## src/design/option_word_decoder_defines.vh

```
// Constants for the option word decoder: field positions, defaults, timings.
`ifndef OPTION_WORD_DECODER_DEFINES_VH
`define OPTION_WORD_DECODER_DEFINES_VH
`define OWD_WORD_W          13
`define OWD_W0_UV_HI        12
`define OWD_W0_UV_LO        11
`define OWD_W0_PART_HI      10
`define OWD_W0_PART_LO      9
`define OWD_W0_CPI          8
`define OWD_W0_WDT_DIS_N    7
`define OWD_W0_OSC_HI       6
`define OWD_W0_OSC_LO       4
`define OWD_W0_PROT_HI      2
`define OWD_W0_PROT_LO      0
`define OWD_W1_CLKOUT       9
`define OWD_W1_TRIM_HI      5
`define OWD_W1_TRIM_LO      2
`define OWD_W1_RCF_HI       1
`define OWD_W1_RCF_LO       0
`define OWD_W2_NOISE        9
`define OWD_W2_PINFUNC      8
`define OWD_W2_WDTPER       6
`define OWD_W2_ID_HI        5
`define OWD_W2_ID_LO        0
`define OWD_W0_DEFAULT      13'h1_FF7
`define OWD_W1_DEFAULT      13'h0_E7F
`define OWD_W2_DEFAULT      13'h1_BFF
`define OWD_W0_RSVD_MASK    13'h0_008
`define OWD_W0_RSVD_VAL     13'h0_000
`define OWD_W1_RSVD_MASK    13'h1_DC0
`define OWD_W1_RSVD_VAL     13'h0_C40
`define OWD_W2_RSVD_MASK    13'h1_C80
`define OWD_W2_RSVD_VAL     13'h1_880
`define OWD_PART_VALID      2'h1
`define OWD_UV_NONE         2'h3
`define OWD_OSC_ERC_IO      3'h0
`define OWD_OSC_ERC_OUT     3'h1
`define OWD_OSC_IRC_IO      3'h2
`define OWD_OSC_IRC_OUT     3'h3
`define OWD_OSC_LOW_CRYSTAL_MODE_A        3'h4
`define OWD_OSC_HIGH_CRYSTAL_MODE_A        3'h5
`define OWD_OSC_WATCH_CRYSTAL_MODE        3'h6
`define OWD_OSC_HIGH_CRYSTAL_MODE_B        3'h7
`define OWD_CLK_HZ          50000000
`define OWD_UV_QUAL_NS      10000
`define OWD_UV_QUAL_CYC     ((`OWD_UV_QUAL_NS * (`OWD_CLK_HZ / 1000000) + 999) / 1000)
`define OWD_ADR_W0          8'h00
`define OWD_ADR_W1          8'h04
`define OWD_ADR_W2          8'h08
`define OWD_ADR_STAT        8'h0C
`define OWD_ADR_DEC         8'h10
`define OWD_ADR_CTRL        8'h14
`endif

```

## src/design/option_word_decoder.v

```verilog
// Option word decoder: holds three option words and latches their fields.
`timescale 1ns/10ps
`include "option_word_decoder_defines.vh"
module option_word_decoder #(
  parameter WORD_W   = 13,
  parameter QUAL_CYC = `OWD_UV_QUAL_CYC
) (
  // Clock and reset.
  input  wire              clk_i,
  input  wire              rst_i,
  // Classic Wishbone slave.
  input  wire              cyc_i,
  input  wire              stb_i,
  input  wire              we_i,
  input  wire [7:0]        adr_i,
  input  wire [3:0]        sel_i,
  input  wire [31:0]       dat_i,
  output reg  [31:0]       dat_o,
  output reg               ack_o,
  // Analog comparator levels from the supply monitor, asynchronous.
  input  wire              below_reset_lvl_i,
  input  wire              above_release_lvl_i,
  // Decoded fields, undervolt reset and core run.
  output reg  [1:0]        undervolt_reset_sel_o,
  output reg               part_valid_o,
  output reg               cycles_per_instr_sel_o,
  output reg               watchdog_en_o,
  output reg  [2:0]        osc_mode_o,
  output reg               osc_pins_dedicated_o,
  output reg               code_protect_o,
  output reg               clock_out_pin_sel_o,
  output reg  [1:0]        rc_freq_sel_o,
  output reg               noise_filter_sel_o,
  output reg               shared_pin_func_sel_o,
  output reg               watchdog_period_sel_o,
  output reg  [5:0]        customer_code_o,
  output reg               reserved_err_o,
  output reg               undervolt_reset_o,
  output reg               core_run_o
);
  // Loader states.
  localparam ST_RD0  = 5'b00001;
  localparam ST_RD1  = 5'b00010;
  localparam ST_RD2  = 5'b00100;
  localparam ST_LAT  = 5'b01000;
  localparam ST_RUN  = 5'b10000;

  reg [4:0]        state_q;
  reg [1:0]        raddr_q;
  reg [WORD_W-1:0] w0_q;
  reg [WORD_W-1:0] w1_q;
  reg [WORD_W-1:0] w2_q;
  reg              reload_req_q;
  reg [2:0]        below_sync_q;
  reg [2:0]        above_sync_q;
  reg              below_q;
  reg              above_q;
  reg [15:0]       qual_cnt_q;
  reg              uv_hold_q;
  wire [WORD_W-1:0] store_rdata;
  wire              store_we;
  wire [1:0]        store_waddr;
  wire              bus_req;
  wire              in_reset;
  wire              rsvd_bad;

  // Crystal modes have the top oscillator bit set.
  function is_crystal;
    input [2:0] mode;
    begin
      is_crystal = mode[2];
    end
  endfunction

  // Word index from a bus address; three marks no word.
  function [1:0] word_index;
    input [7:0] adr;
    begin
      case (adr)
        `OWD_ADR_W0: word_index = 2'd0;
        `OWD_ADR_W1: word_index = 2'd1;
        `OWD_ADR_W2: word_index = 2'd2;
        default:     word_index = 2'd3;
      endcase
    end
  endfunction

  assign bus_req     = cyc_i && stb_i && !ack_o;
  assign store_waddr = word_index(adr_i);
  // Writes land only in the low lanes and only while the core is held.
  assign store_we    = bus_req && we_i && sel_i[0] && sel_i[1] &&
                       !core_run_o;
  assign in_reset    = (state_q != ST_RUN);

  // Register map, one 32-bit word per access with the data in the low bits.
  // Offsets 0x00, 0x04 and 0x08 hold words 0 to 2, and reads return the
  // latched copy. 0x0C is status, 0x10 packs the decoded fields and bit 0
  // of 0x14 asks for a reload. Unmapped offsets acknowledge, read zero and
  // drop writes.
  // Word writes are refused while the core runs. A word changed under a
  // running core would only land at the next reload, and it could then
  // switch the oscillator without the software expecting it.

  // Fixed bits or the trim field left wrong by the programmer.
  // The check is only a flag; the fields still decode, because a bad
  // fixed bit does not by itself make the other fields meaningless.
  assign rsvd_bad =
    ((w0_q & `OWD_W0_RSVD_MASK) != `OWD_W0_RSVD_VAL) ||
    ((w1_q & `OWD_W1_RSVD_MASK) != `OWD_W1_RSVD_VAL) ||
    ((w2_q & `OWD_W2_RSVD_MASK) != `OWD_W2_RSVD_VAL) ||
    (w1_q[`OWD_W1_TRIM_HI:`OWD_W1_TRIM_LO] != 4'hF);

  // Separate store for the three option words.
  option_word_store #(
    .WORD_W (WORD_W)
  ) u_store (
    .clk_i   (clk_i),
    .rst_i   (rst_i),
    .we_i    (store_we),
    .waddr_i (store_waddr),
    .wdata_i (dat_i[WORD_W-1:0]),
    .raddr_i (raddr_q),
    .rdata_o (store_rdata)
  );

  // Three-stage synchronisers; a level change counts when stages agree.
  // The comparators settle on their own time base. Waiting for the last
  // two stages to agree costs three to four cycles of latency, but keeps
  // a single-cycle spike from reaching the qualifying counter. The release
  // stages reset high so that a good supply shows no false edge at start.
  always @(posedge clk_i) begin
    if (rst_i) begin
      below_sync_q <= 3'b000;
      above_sync_q <= 3'b111;
      below_q      <= 1'b0;
      above_q      <= 1'b1;
    end else begin
      below_sync_q <= {below_sync_q[1:0], below_reset_lvl_i};
      above_sync_q <= {above_sync_q[1:0], above_release_lvl_i};
      if (below_sync_q[1] == below_sync_q[2]) begin
        below_q <= below_sync_q[2];
      end
      if (above_sync_q[1] == above_sync_q[2]) begin
        above_q <= above_sync_q[2];
      end
    end
  end

  // Undervolt reset: qualify low supply, then hold until release level.
  // The counter restarts on any good sample, so a dip shorter than the
  // qualifying time never trips. The qualifying time is a parameter
  // because it is a count of clock cycles, not a fixed time.
  // A disabled selection never trips, so power-on reset alone applies.
  always @(posedge clk_i) begin
    if (rst_i) begin
      qual_cnt_q <= 16'h0000;
      uv_hold_q  <= 1'b0;
    end else if (undervolt_reset_sel_o == `OWD_UV_NONE) begin
      qual_cnt_q <= 16'h0000;
      uv_hold_q  <= 1'b0;
    end else if (uv_hold_q) begin
      qual_cnt_q <= 16'h0000;
      if (above_q) begin
        uv_hold_q <= 1'b0;
      end
    end else if (below_q) begin
      if (qual_cnt_q >= QUAL_CYC[15:0] - 16'h0001) begin
        uv_hold_q  <= 1'b1;
        qual_cnt_q <= 16'h0000;
      end else begin
        qual_cnt_q <= qual_cnt_q + 16'h0001;
      end
    end else begin
      qual_cnt_q <= 16'h0000;
    end
  end

  // Loader: reads each word during reset, then latches all fields at once.
  // Fields stay frozen in run, so a mode never changes mid-operation.
  // The store answers one cycle after its address, so each word is taken
  // two states after the one that set its address.
  always @(posedge clk_i) begin
    if (rst_i) begin
      state_q <= ST_RD0;
      raddr_q <= 2'd0;
      w0_q    <= `OWD_W0_DEFAULT;
      w1_q    <= `OWD_W1_DEFAULT;
      w2_q    <= `OWD_W2_DEFAULT;
    end else begin
      case (state_q)
        ST_RD0: begin
          raddr_q <= 2'd1;
          state_q <= ST_RD1;
        end
        ST_RD1: begin
          w0_q    <= store_rdata;
          raddr_q <= 2'd2;
          state_q <= ST_RD2;
        end
        ST_RD2: begin
          w1_q    <= store_rdata;
          state_q <= ST_LAT;
        end
        ST_LAT: begin
          w2_q    <= store_rdata;
          state_q <= ST_RUN;
        end
        ST_RUN: begin
          if (uv_hold_q || reload_req_q) begin
            raddr_q <= 2'd0;
            state_q <= ST_RD0;
          end
        end
        default: begin
          state_q <= ST_RD0;
        end
      endcase
    end
  end

  // Field decode, updated only in ST_RUN while core_run_o is still low.
  always @(posedge clk_i) begin
    if (rst_i) begin
      undervolt_reset_sel_o  <= 2'b11;
      part_valid_o           <= 1'b1;
      cycles_per_instr_sel_o <= 1'b1;
      watchdog_en_o          <= 1'b0;
      osc_mode_o             <= `OWD_OSC_HIGH_CRYSTAL_MODE_B;
      osc_pins_dedicated_o   <= 1'b1;
      code_protect_o         <= 1'b0;
      // The default mode is a crystal mode, which keeps the clock output off.
      clock_out_pin_sel_o    <= 1'b0;
      rc_freq_sel_o          <= 2'b11;
      noise_filter_sel_o     <= 1'b1;
      shared_pin_func_sel_o  <= 1'b1;
      watchdog_period_sel_o  <= 1'b1;
      customer_code_o        <= 6'h3F;
      reserved_err_o         <= 1'b0;
    end else if (state_q == ST_RUN && in_reset == 1'b0 &&
                 core_run_o == 1'b0) begin
      undervolt_reset_sel_o  <= w0_q[`OWD_W0_UV_HI:`OWD_W0_UV_LO];
      part_valid_o           <= (w0_q[`OWD_W0_PART_HI:`OWD_W0_PART_LO]
                                 == `OWD_PART_VALID);
      cycles_per_instr_sel_o <= w0_q[`OWD_W0_CPI];
      watchdog_en_o          <= ~w0_q[`OWD_W0_WDT_DIS_N];
      osc_mode_o             <= w0_q[`OWD_W0_OSC_HI:`OWD_W0_OSC_LO];
      osc_pins_dedicated_o   <= is_crystal(
                                  w0_q[`OWD_W0_OSC_HI:`OWD_W0_OSC_LO]);
      // Any cleared protect bit engages protection.
      code_protect_o         <= ~&w0_q[`OWD_W0_PROT_HI:`OWD_W0_PROT_LO];
      // Clock-out choice only matters in RC modes; crystal forces it low.
      clock_out_pin_sel_o    <= w1_q[`OWD_W1_CLKOUT] &
                                ~is_crystal(
                                  w0_q[`OWD_W0_OSC_HI:`OWD_W0_OSC_LO]);
      rc_freq_sel_o          <= w1_q[`OWD_W1_RCF_HI:`OWD_W1_RCF_LO];
      noise_filter_sel_o     <= w2_q[`OWD_W2_NOISE];
      shared_pin_func_sel_o  <= w2_q[`OWD_W2_PINFUNC];
      watchdog_period_sel_o  <= w2_q[`OWD_W2_WDTPER];
      customer_code_o        <= w2_q[`OWD_W2_ID_HI:`OWD_W2_ID_LO];
      // Flag words the programmer left with bad fixed bits or trim.
      reserved_err_o         <= rsvd_bad;
    end
  end

  // Core run and undervolt outputs. Run starts on the same edge that latches the fields.
  always @(posedge clk_i) begin
    if (rst_i) begin
      core_run_o        <= 1'b0;
      undervolt_reset_o <= 1'b0;
    end else begin
      undervolt_reset_o <= uv_hold_q;
      core_run_o        <= (state_q == ST_RUN) && !uv_hold_q &&
                           !reload_req_q && core_run_o_next_ok(state_q);
    end
  end

  // Run may be granted once the loader has been in run for a cycle.
  function core_run_o_next_ok;
    input [4:0] st;
    begin
      core_run_o_next_ok = (st == ST_RUN);
    end
  endfunction

  // Wishbone slave: one-cycle registered answer, unmapped reads zero.
  // Read data is zero outside the acknowledge cycle, so a master that
  // samples a cycle late sees zero rather than stale data.
  // Control bit 0 requests a reload of the words into the decoder.
  always @(posedge clk_i) begin
    if (rst_i) begin
      ack_o        <= 1'b0;
      dat_o        <= 32'h0000_0000;
      reload_req_q <= 1'b0;
    end else begin
      ack_o <= bus_req;
      if (state_q == ST_RD0) begin
        reload_req_q <= 1'b0;
      end
      if (bus_req && we_i && adr_i == `OWD_ADR_CTRL && sel_i[0] &&
          dat_i[0]) begin
        reload_req_q <= 1'b1;
      end
      dat_o <= 32'h0000_0000;
      if (bus_req && !we_i) begin
        case (adr_i)
          `OWD_ADR_W0:   dat_o <= {19'h0_0000, w0_q};
          `OWD_ADR_W1:   dat_o <= {19'h0_0000, w1_q};
          `OWD_ADR_W2:   dat_o <= {19'h0_0000, w2_q};
          `OWD_ADR_STAT: dat_o <= {27'h000_0000, reserved_err_o,
                                   part_valid_o, uv_hold_q,
                                   in_reset, core_run_o};
          `OWD_ADR_DEC:  dat_o <= {12'h000, customer_code_o,
                                   watchdog_period_sel_o,
                                   shared_pin_func_sel_o,
                                   noise_filter_sel_o, rc_freq_sel_o,
                                   clock_out_pin_sel_o, code_protect_o,
                                   osc_mode_o, watchdog_en_o,
                                   cycles_per_instr_sel_o,
                                   undervolt_reset_sel_o};
          `OWD_ADR_CTRL: dat_o <= {31'h0000_0000, reload_req_q};
          default:       dat_o <= 32'h0000_0000;
        endcase
      end
    end
  end
endmodule // option_word_decoder

```

## src/design/option_word_store.v

```verilog
// Three-word option store with registered read port.
`timescale 1ns/10ps
`include "option_word_decoder_defines.vh"
module option_word_store #(
  parameter WORD_W = 13
) (
  // Clock and reset.
  input  wire              clk_i,
  input  wire              rst_i,
  // Write port, used by the programmer path.
  input  wire              we_i,
  input  wire [1:0]        waddr_i,
  input  wire [WORD_W-1:0] wdata_i,
  // Read port.
  input  wire [1:0]        raddr_i,
  output reg  [WORD_W-1:0] rdata_o
);
  reg [WORD_W-1:0] mem_q [0:2];

  // Words return to their erased defaults at reset; a word index of three
  // is ignored on write and reads zero.
  always @(posedge clk_i) begin
    if (rst_i) begin
      mem_q[0] <= `OWD_W0_DEFAULT;
      mem_q[1] <= `OWD_W1_DEFAULT;
      mem_q[2] <= `OWD_W2_DEFAULT;
      rdata_o  <= {WORD_W{1'b0}};
    end else begin
      if (we_i && waddr_i != 2'd3) begin
        mem_q[waddr_i] <= wdata_i;
      end
      rdata_o <= (raddr_i == 2'd3) ? {WORD_W{1'b0}} : mem_q[raddr_i];
    end
  end
endmodule // option_word_store

```

## config.mk

```make
export PLATFORM = sky130hd
export DESIGN_NAME = option_word_decoder
export DESIGN_NICKNAME = d
export VERILOG_FILES = /design/src/design/option_word_decoder.v /design/src/design/option_word_store.v
export VERILOG_INCLUDE_DIRS = /design/src /design/src/design
export SDC_FILE = /design/constraint.sdc
export NUM_CORES = 1
export LEC_CHECK = 0
export BUFFER_PORTS_ARGS = -buffer_cell sky130_fd_sc_hd__clkbuf_2
export CAP_MARGIN = 20
export CORE_MARGIN = 1
export CORE_UTILIZATION = 45
export CTS_BUF_LIST = sky130_fd_sc_hd__clkbuf_16
export CTS_CLUSTER_SIZE = 20
export DETAILED_ROUTE_END_ITERATION = 16
export PLACE_DENSITY = 0.76
export SLEW_MARGIN = 40
export SYNTH_ARGS = -nofsm -noshare
export SYNTH_HDL_FRONTEND = slang
export SYNTH_SLANG_ARGS = --single-unit
```

## constraint.sdc

```tcl
create_clock -name clk_i -period 2.28 [get_ports clk_i]
set_input_delay 0.228 -clock clk_i [delete_from_list [all_inputs] [get_ports clk_i]]
set_output_delay 0.228 -clock clk_i [all_outputs]
set_load 0.005 [all_outputs]
```

==> flow_metrics.env, run 1 <==
export IMPL_viasPerCell=5.26
export IMPL_cp_start_kind="register"
export IMPL_avgSynthCellArea_um2=9.89
export IMPL_core_area_um2=14500
export IMPL_leakage_nw=3.21
export IMPL_antenna_found_initial=0
export IMPL_drt_iter0_markers=461
export IMPL_cts_setup_buffers=0
export IMPL_cap_violations=0
export IMPL_endpoint_kind="register"
export IMPL_wl_met2_um=7040
export IMPL_total_power_mw=6.53
export IMPL_crit_required_ps=2610
export IMPL_synth_edf_count=39
export IMPL_ys_seq_area_share_pct=56.3
export IMPL_cts_sinks=169
export IMPL_die_height_um=124
export IMPL_wl_um=15100
export IMPL_cts_tree="built"
export IMPL_nFillCells=1298
export IMPL_maxSlewViolCount=0
export IMPL_ctsLongestPathBuffers=2
export IMPL_layout_drive_gt1_share_pct=21.2
export IMPL_critPathKind="register to register"
export IMPL_r2r_slack_ps=330
export IMPL_gp_congestion=0.855
export IMPL_cts_root_buf="clkbuf_16"
export IMPL_diodes=0
export IMPL_clk_pin_slew_worst_paths_ps=70
export IMPL_fin_setup_tns_ps=0
export IMPL_cts_buffers=17
export IMPL_ctsHoldBuffers=1
export IMPL_maxUsedRoutingLayer="met4"
export IMPL_ios=109
export IMPL_syn_area_um2=6710
export IMPL_vias=5069
export IMPL_synth_warnings=0
export IMPL_start_util_pct=46.1
export IMPL_rsz0062_at_grt="false"
export IMPL_period_share_pct=85.7
export IMPL_area_growth_pct=18.4
export IMPL_std_cell_rows=44
export IMPL_portBuffers=75
export IMPL_grt_max_degree=58
export IMPL_wl_per_cell_um=15.7
export IMPL_grt_pass1_wl_um=24000
export IMPL_synth_flop_cell="dfxtp_1"
export IMPL_syn_inst=678
export IMPL_synthArstFlopShare_pct=0
export IMPL_irDropWorstVdd_uv=560
export IMPL_grt_overflow_total=0
export IMPL_route_met3_wl_um=1000
export IMPL_final_hold_violation_count=0
export IMPL_grt_pass1_vias=4776
export IMPL_synth_seq_cells=169
export IMPL_htreeDepth=4
export IMPL_fin_nets=818
export IMPL_ant_nets=0
export IMPL_grt_usage_pct=21.0
export IMPL_design_die_area_um2=15400
export IMPL_finalClockSkew_ps=7.95
export IMPL_critPathArrivalTime_ps=2280
export IMPL_status="completed"
export IMPL_period_needed_ps=1950
export IMPL_hpwlAfterDp_um=10500
export IMPL_timing_fmax_ghz=0.512
export IMPL_die_w_um=124
export IMPL_drtPass1Iterations=5
export IMPL_power_density_nw_per_um2=823
export IMPL_ctsResizeCount=0
export IMPL_clk_latency_ps=430
export IMPL_m1WireLength_um=6740
export IMPL_drc_errors=0
export IMPL_finalSetupViolCount=0
export IMPL_hold_class="primary input to register"
export IMPL_final_util_pct=54.6
export IMPL_tightest_slew_ps=705
export IMPL_slew_limit_headroom_pct=52.9
export IMPL_cp_max_fo=22
export IMPL_yosysUniqueCellTypes=61
-- cells by family after synthesis --
family	count (synthesis)	share of synthesized area, %
AOI/OAI and AO/OA	67	6.83
xor gates and xnor gates	7	0.914
adders and majority gates	1	0.187
buffers and inverters	58	4.31
DFF	169	56.3
muxes	23	3.66
other	1	0.0559
and+or+nand+nor	352	27.8
-- cell usage after synthesis, types with 2 or more instances --
cell type	number	area share (%)
clkbuf_1	30	1.7
nand2_1	124	6.9
o2bb2ai_1	6	0.78
mux2_2	2	0.34
nor2_1	62	3.5
a21oi_1	28	2.1
nor3_1	11	0.82
dfxtp_1	130	39
and3_1	2	0.19
a22o_1	3	0.39
nand4b_1	2	0.26
o22a_1	2	0.26
xnor2_1	4	0.52
nor2b_1	10	0.93
edfxtp_1	39	17
nand2_2	2	0.19
inv_1	6	0.34
a22oi_1	11	1.2
buf_4	14	1.6
buf_2	3	0.22
a31oi_1	2	0.19
xor2_1	3	0.39
a211oi_1	2	0.22
a222oi_1	2	0.30
or3_1	4	0.37
or2_1	9	0.84
nor4_1	2	0.19
nand2b_1	4	0.37
or2_2	20	1.9
nand3b_1	59	6.6
o21ai_0	2	0.15
nand4_1	7	0.65
buf_6	2	0.34
and3b_1	3	0.39
mux2i_1	20	3.0
buf_1	3	0.17
and2_1	7	0.65
nand3_1	13	0.97
-- cell usage in the layout (no fill, tap or decap), types with 3 or more instances in the layout --
cell and instances:
a21oi_1 28, a22o_1 3, a22oi_1 11, and2_1 7
and3b_1 3, buf_4 27, bufinv_16 3, clkbuf_16 17
clkbuf_2 75, clkinvlp_4 3, conb_1 19, dfxtp_1 130
edfxtp_1 39, inv_1 6, inv_4 4, mux2i_1 20
nand2_1 124, nand2b_1 4, nand3_1 13, nand3b_1 59
nand4_1 7, nor2_1 62, nor2b_1 10, nor3_1 11
o2bb2ai_1 6, or2_1 9, or2_2 20, or3_1 4
xnor2_1 4, xor2_1 3
-- sequential cells by signal, summed over array words and instances, names as in the netlist, 2 cells and up --
name,flops
qual_cnt_q,16
above_sync_q,3
osc_mode_o,3
w2_q,13
raddr_q,2
rc_freq_sel_o,2
u_store.rdata_o,13
undervolt_reset_sel_o,2
below_sync_q,3
w0_q,13
customer_code_o,6
u_store.mem_q,39
w1_q,13
dat_o,20
state_q,5
-- final cells by class --
| class | count | area, um2 | share of cell area (%) |
|---|---|---|---|
| tap | 184 | 230 | 2.90 |
| timing repair buffer | 103 | 588 | 7.41 |
| sequential | 169 | 3770 | 47.5 |
| multi-input combinational | 469 | 2730 | 34.3 |
| inverter | 6 | 22.5 | 0.284 |
| clock inverter | 15 | 173 | 2.18 |
| clock buffer | 17 | 425 | 5.36 |
-- worst paths after layout --
path	from	end	depth (start not counted)
setup reg to reg	state_q[1]	part_valid_o	4
hold / removal	below_reset_lvl_i	below_sync_q[0]	2
setup / recovery	state_q[1]	part_valid_o	4
hold reg to reg	above_sync_q[0]	above_sync_q[1]	1
-- where the power goes --
part | switching, mW | leakage (nW) | total [mW] | internal (mW)
Clock | 1.19 | 0.288 | 2.91 | 1.72
Sequential | 0.0719 | 1.37 | 3.21 | 3.14
Combinational | 0.235 | 1.56 | 0.404 | 0.168
Total | 1.50 | 3.21 | 6.53 | 5.03
-- critical path, cell delays in order (launching register included) --
cell and delay [ps]:
dfxtp_1 360, or3_1 470, or4b_1 480, buf_4 230
a211o_1 300
-- per-layer routing --
metal,global-route usage [%],vias to the layer above
li1,-,2467
met1,26.4,2367
met2,34.7,211
met3,4.30,24
met4,9.00,0
met5,0,-
-- stage by stage --
stage | instances | hold slack [ps] | worst slack (ps) | area (um2)
floorplan | 696 | 332 | 137 | 6770
global placement | 930 | 412 | 235 | 7330
detailed placement | 930 | 411 | 230 | 7330
CTS | 963 | 8.49 | 311 | 7940
global route | 963 | 33.5 | 185 | 7940
finish | 963 | 12.9 | 326 | 7940
(Power assumes the default switching activity.)
==> inputs of run 2 (changes only) <==
- PLACE_DENSITY: 0.76 -> 0.74
==> flow_metrics.env, run 2 (synthesis results as in run 1) <==
export IMPL_nFillCells=1292
export IMPL_grt_max_degree=73
export IMPL_antenna_found_initial=0
export IMPL_critical_path_max_stage_delay_ps=550
export IMPL_wl_um=14800
export IMPL_irDropWorstVdd_uv=524
export IMPL_rsz0062_at_grt="false"
export IMPL_clk_pin_slew_worst_paths_ps=60
export IMPL_start_util_pct=46.1
export IMPL_wl_per_cell_um=15.3
export IMPL_design_die_area_um2=15400
export IMPL_p_comb_share_pct=6.4
export IMPL_viasPerCell=5.19
export IMPL_die_w_um=124
export IMPL_netSwitchingPower_mw=1.40
export IMPL_fin_ws_ps=311
export IMPL_cp_start_kind="register"
export IMPL_dpl_worst_slack_ps=214
export IMPL_critPathKind="register to register"
export IMPL_htreeDepth=4
export IMPL_portBuffers=75
export IMPL_clk_latency_ps=430
export IMPL_crit_required_ps=2660
export IMPL_grt_pass1_wl_um=24200
export IMPL_slowest_stage="or4b_1"
export IMPL_finalSetupViolCount=0
export IMPL_design_area_um2=7920
export IMPL_cts_setup_buffers=0
export IMPL_final_hold_violation_count=0
export IMPL_vias=5008
export IMPL_maxSlewViolCount=0
export IMPL_cts_tree="built"
export IMPL_slew_limit_headroom_pct=58.5
export IMPL_core_area_um2=14500
export IMPL_ant_nets=0
export IMPL_fin_setup_tns_ps=0
export IMPL_status="completed"
export IMPL_finalClockSkew_ps=7.38
export IMPL_power_density_nw_per_um2=789
export IMPL_timing_fmax_ghz=0.508
export IMPL_die_height_um=124
export IMPL_switching_share_pct=22.5
export IMPL_cp_top_family="simple AND/OR/NAND/NOR gates"
export IMPL_largest_register_ff_count=39
export IMPL_drc_errors=0
export IMPL_reg_top3="u_store.mem_q: 39 flops, dat_o: 20 flops, qual_cnt_q: 16 flops"
export IMPL_area_growth_pct=18.0
export IMPL_final_common_cell="dfxtp_1"
export IMPL_period_share_pct=86.3
export IMPL_cts_sinks=169
export IMPL_path_buf_inv=1
export IMPL_cts_buffers=17
export IMPL_std_cell_rows=44
export IMPL_endpoint_kind="register"
export IMPL_ctsResizeCount=0
export IMPL_grt_usage_pct=21.0
export IMPL_tightest_slew_ps=620
export IMPL_intPower_mw=4.84
export IMPL_leakage_nw=3.23
export IMPL_cap_violations=0
export IMPL_cp_max_fo=22
export IMPL_layout_common_cells="dfxtp_1 (130), nand2_1 (124), clkbuf_2 (75)"
export IMPL_hold_class="primary input to register"
export IMPL_final_instance_count_excl_fill=965
export IMPL_grt_pass1_vias=4763
export IMPL_drt_iter0_markers=473
export IMPL_period_needed_ps=1970
export IMPL_clock_power_share_pct=42.1
export IMPL_ctsLongestPathBuffers=2
export IMPL_multi_input_area_um2=2730
export IMPL_gp_congestion=0.872
export IMPL_seqPwrFrac_pct=51.5
export IMPL_fin_nets=821
export IMPL_crit_chain="or3_1, or4b_1, buf_12, nor3b_1, a211o_1"
export IMPL_dpl_cell_area_um2=7360
export IMPL_layout_drive_gt1_share_pct=21.0
export IMPL_hpwlAfterDp_um=10500
export IMPL_drtPass1Iterations=5
export IMPL_regMostFlops="u_store.mem_q"
export IMPL_seq_area_um2=3770
export IMPL_cts_root_buf="clkbuf_16"
export IMPL_diodes=0
export IMPL_dp_cells=933
export IMPL_critPathArrivalTime_ps=2340
export IMPL_ios=109
export IMPL_grt_overflow_total=0
-- run 2: worst paths after layout --
path / cells past startpoint / slack, ps / end / startpoint
worst max-delay path: 5 / 310 / part_valid_o / state_q[1]
worst min register to register: 1 / 410 / above_sync_q[1] / above_sync_q[0]
worst min-delay path: 2 / 20 / below_sync_q[0] / below_reset_lvl_i
worst max register to register: 5 / 310 / part_valid_o / state_q[1]
-- run 2: timing repair --
item / in CTS / in global routing
endpoints found under the hold margin: 1 / 0
hold buffers: 1 / 0
setup endpoints to repair: 0 / 0
-- run 2: through the flow --
| step | util [%] | hold slack [ps] | power [mW] |
|---|---|---|---|
| after floorplan | - | 332 | 3.54 |
| after global placement | 50.7 | 391 | 3.66 |
| after detailed placement | 50.7 | 394 | 3.67 |
| after CTS | 54.5 | 7.99 | 6.28 |
| after global routing | 54.5 | 44.4 | 6.48 |
| final | 54.5 | 16.0 | 6.24 |
-- run 2: final cells by class --
| type | instances | share of cell area (%) |
|---|---|---|
| sequential | 169 | 47.7 |
| multi-input combinational | 469 | 34.4 |
| timing repair buffer | 106 | 7.87 |
| clock buffer | 18 | 5.69 |
| tap | 184 | 2.91 |
| clock inverter | 13 | 1.14 |
| inverter | 6 | 0.285 |
-- run 2: layer usage --
metal  up-vias  share of wire [%]  track usage (%)
met1      2294                 45             27.4
met2       204                 45             32.5
met4         0                2.6             10.3
met3        29                7.1             5.04
met5         -                  0                0
li1       2481                  -                -
-- run 2: power by group through the flow --
stage | clock [mW] | combinational, mW | sequential (mW)
3_5_place_dp | 0 | 0.396 | 3.28
3_3_place_gp | 0 | 0.390 | 3.27
2_1_floorplan | 0 | 0.294 | 3.25
4_1_cts | 2.67 | 0.401 | 3.21
6_report | 2.63 | 0.402 | 3.21
5_1_grt | 2.81 | 0.452 | 3.22
==> inputs of run 3 (changes only) <==
- CTS_BUF_LIST: sky130_fd_sc_hd__clkbuf_16 -> sky130_fd_sc_hd__clkbuf_8
==> flow_metrics.env, run 3 (synthesis results as in run 1) <==
export IMPL_cp_max_fo=22
export IMPL_status="completed"
export IMPL_timing_fmax_ghz=0.510
export IMPL_ant_nets=0
export IMPL_largest_register_ff_count=39
export IMPL_portBuffers=75
export IMPL_clk_pin_slew_worst_paths_ps=80
export IMPL_finalClockSkew_ps=11.3
export IMPL_ios=109
export IMPL_hpwlAfterDp_um=10500
export IMPL_multi_input_area_um2=2730
export IMPL_holdWs_ps=48.3
export IMPL_area_growth_pct=15.6
export IMPL_rsz0062_at_grt="false"
export IMPL_wl_per_cell_um=15.0
export IMPL_r2r_end="part_valid_o"
export IMPL_cts_tree="built"
export IMPL_seq_area_um2=3770
export IMPL_critPathArrivalTime_ps=2370
export IMPL_power_density_nw_per_um2=720
export IMPL_design_die_area_um2=15400
export IMPL_reg_top3="u_store.mem_q: 39 flops, dat_o: 20 flops, qual_cnt_q: 16 flops"
export IMPL_cts_sinks=169
export IMPL_wl_um=14500
export IMPL_fin_ws_ps=319
export IMPL_reg2reg_depth=5
export IMPL_dpl_cell_area_um2=7360
export IMPL_cts_root_buf="clkbuf_8"
export IMPL_r2r_slack_ps=320
export IMPL_cts_setup_buffers=0
export IMPL_grt_pass1_wl_um=23900
export IMPL_core_area_um2=14500
export IMPL_nFillCells=1309
export IMPL_layout_drive_gt1_share_pct=21.0
export IMPL_clk_latency_ps=460
export IMPL_drt_iter0_markers=484
export IMPL_cp_top_family="simple AND/OR/NAND/NOR gates"
export IMPL_leakage_nw=3.15
export IMPL_die_w_um=124
export IMPL_start_util_pct=46.1
export IMPL_slowest_stage="or4b_1"
export IMPL_antenna_found_initial=0
export IMPL_vias=5004
export IMPL_crit_required_ps=2680
export IMPL_irDropWorstVdd_uv=324
export IMPL_tightest_slew_ps=624
export IMPL_crit_chain="or3_1, or4b_1, buf_12, nor3b_1, a211o_1"
export IMPL_critPathKind="register to register"
export IMPL_final_common_cell="dfxtp_1"
export IMPL_path_buf_inv=1
export IMPL_min_to="u_store.mem_q[0][11]"
export IMPL_cap_violations=0
export IMPL_layout_common_cells="dfxtp_1 (130), nand2_1 (124), clkbuf_2 (75)"
export IMPL_whs_path_depth=2
export IMPL_drtPass1Iterations=9
export IMPL_min_from="dat_i[11]"
export IMPL_grt_overflow_total=0
export IMPL_endpoint_kind="register"
export IMPL_dpl_worst_slack_ps=214
export IMPL_std_cell_rows=44
export IMPL_final_util_pct=53.3
export IMPL_htreeDepth=4
export IMPL_regMostFlops="u_store.mem_q"
export IMPL_ctsResizeCount=0
export IMPL_diodes=0
export IMPL_hold_class="primary input to register"
export IMPL_critical_path_max_stage_delay_ps=540
export IMPL_finalSetupViolCount=0
export IMPL_cp_start_kind="register"
export IMPL_maxSlewViolCount=0
export IMPL_period_needed_ps=1960
export IMPL_gp_congestion=0.872
export IMPL_viasPerCell=5.18
export IMPL_design_area_um2=7750
export IMPL_grt_pass1_vias=4751
export IMPL_cts_buffers=17
export IMPL_grt_max_degree=73
export IMPL_period_share_pct=86.0
export IMPL_die_height_um=124
export IMPL_fin_nets=822
export IMPL_final_hold_violation_count=0
export IMPL_grt_usage_pct=20.6
export IMPL_ctsLongestPathBuffers=2
export IMPL_slew_limit_headroom_pct=58.4
export IMPL_fin_setup_tns_ps=0
export IMPL_drc_errors=0
export IMPL_rr_startpoint="state_q[1]"
==> run 3: cell count changes in the layout (fill, tap and decap cells not counted) <==
cell / before / now
clkbuf_16: 18 / 0
clkbuf_8: 0 / 18
bufinv_16: 1 / 2
dlygate4sd3_1: 1 / 2
inv_2: 1 / 0
==> run 3: where the power goes <==
group | switching (mW) | total, mW | internal, mW | leakage (nW)
clock | 1.00 | 1.97 | 0.970 | 0.203
combinational | 0.230 | 0.401 | 0.171 | 1.58
sequential | 0.0688 | 3.21 | 3.14 | 1.37
==> run 3: how the worst max path moves through the flow <==
| stage | start | to | cells after the start |
|---|---|---|---|
| after floorplan | adr_i[1] | u_store.mem_q[0][0] | 5 |
| after global placement | adr_i[1] | u_store.mem_q[1][2] | 8 |
| after detailed placement | adr_i[1] | u_store.mem_q[1][2] | 8 |
| after CTS | state_q[1] | part_valid_o | 5 |
| after global routing | ack_o | u_store.mem_q[1][2] | 7 |
| final | state_q[1] | part_valid_o | 5 |
==> run 3: repair_timing <==
action	in CTS	in global routing
hold endpoints to repair	2	0
endpoints found under the setup margin	0	0
hold buffers	2	0
==> run 3: cell type report <==
class	count	area share, %
tap	184	2.97
clock buffer	18	3.20
inverter	6	0.291
sequential	169	48.7
clock inverter	13	1.50
timing repair buffer	107	8.17
multi-input combinational	469	35.2
==> run 3: per-layer routing <==
layer,GRT usage [%],share of wire (%),wire (um)
met4,9.45,2.2,324
met2,32.6,46,6620
met5,0,0,0
met1,27.1,47,6740
met3,4.17,5.5,802
==> run 3: stage by stage <==
step / cells / total power [mW]
after floorplan: 696 / 3.54
after global placement: 933 / 3.66
after detailed placement: 933 / 3.67
after CTS: 966 / 5.62
after global routing: 966 / 5.81
final: 966 / 5.58
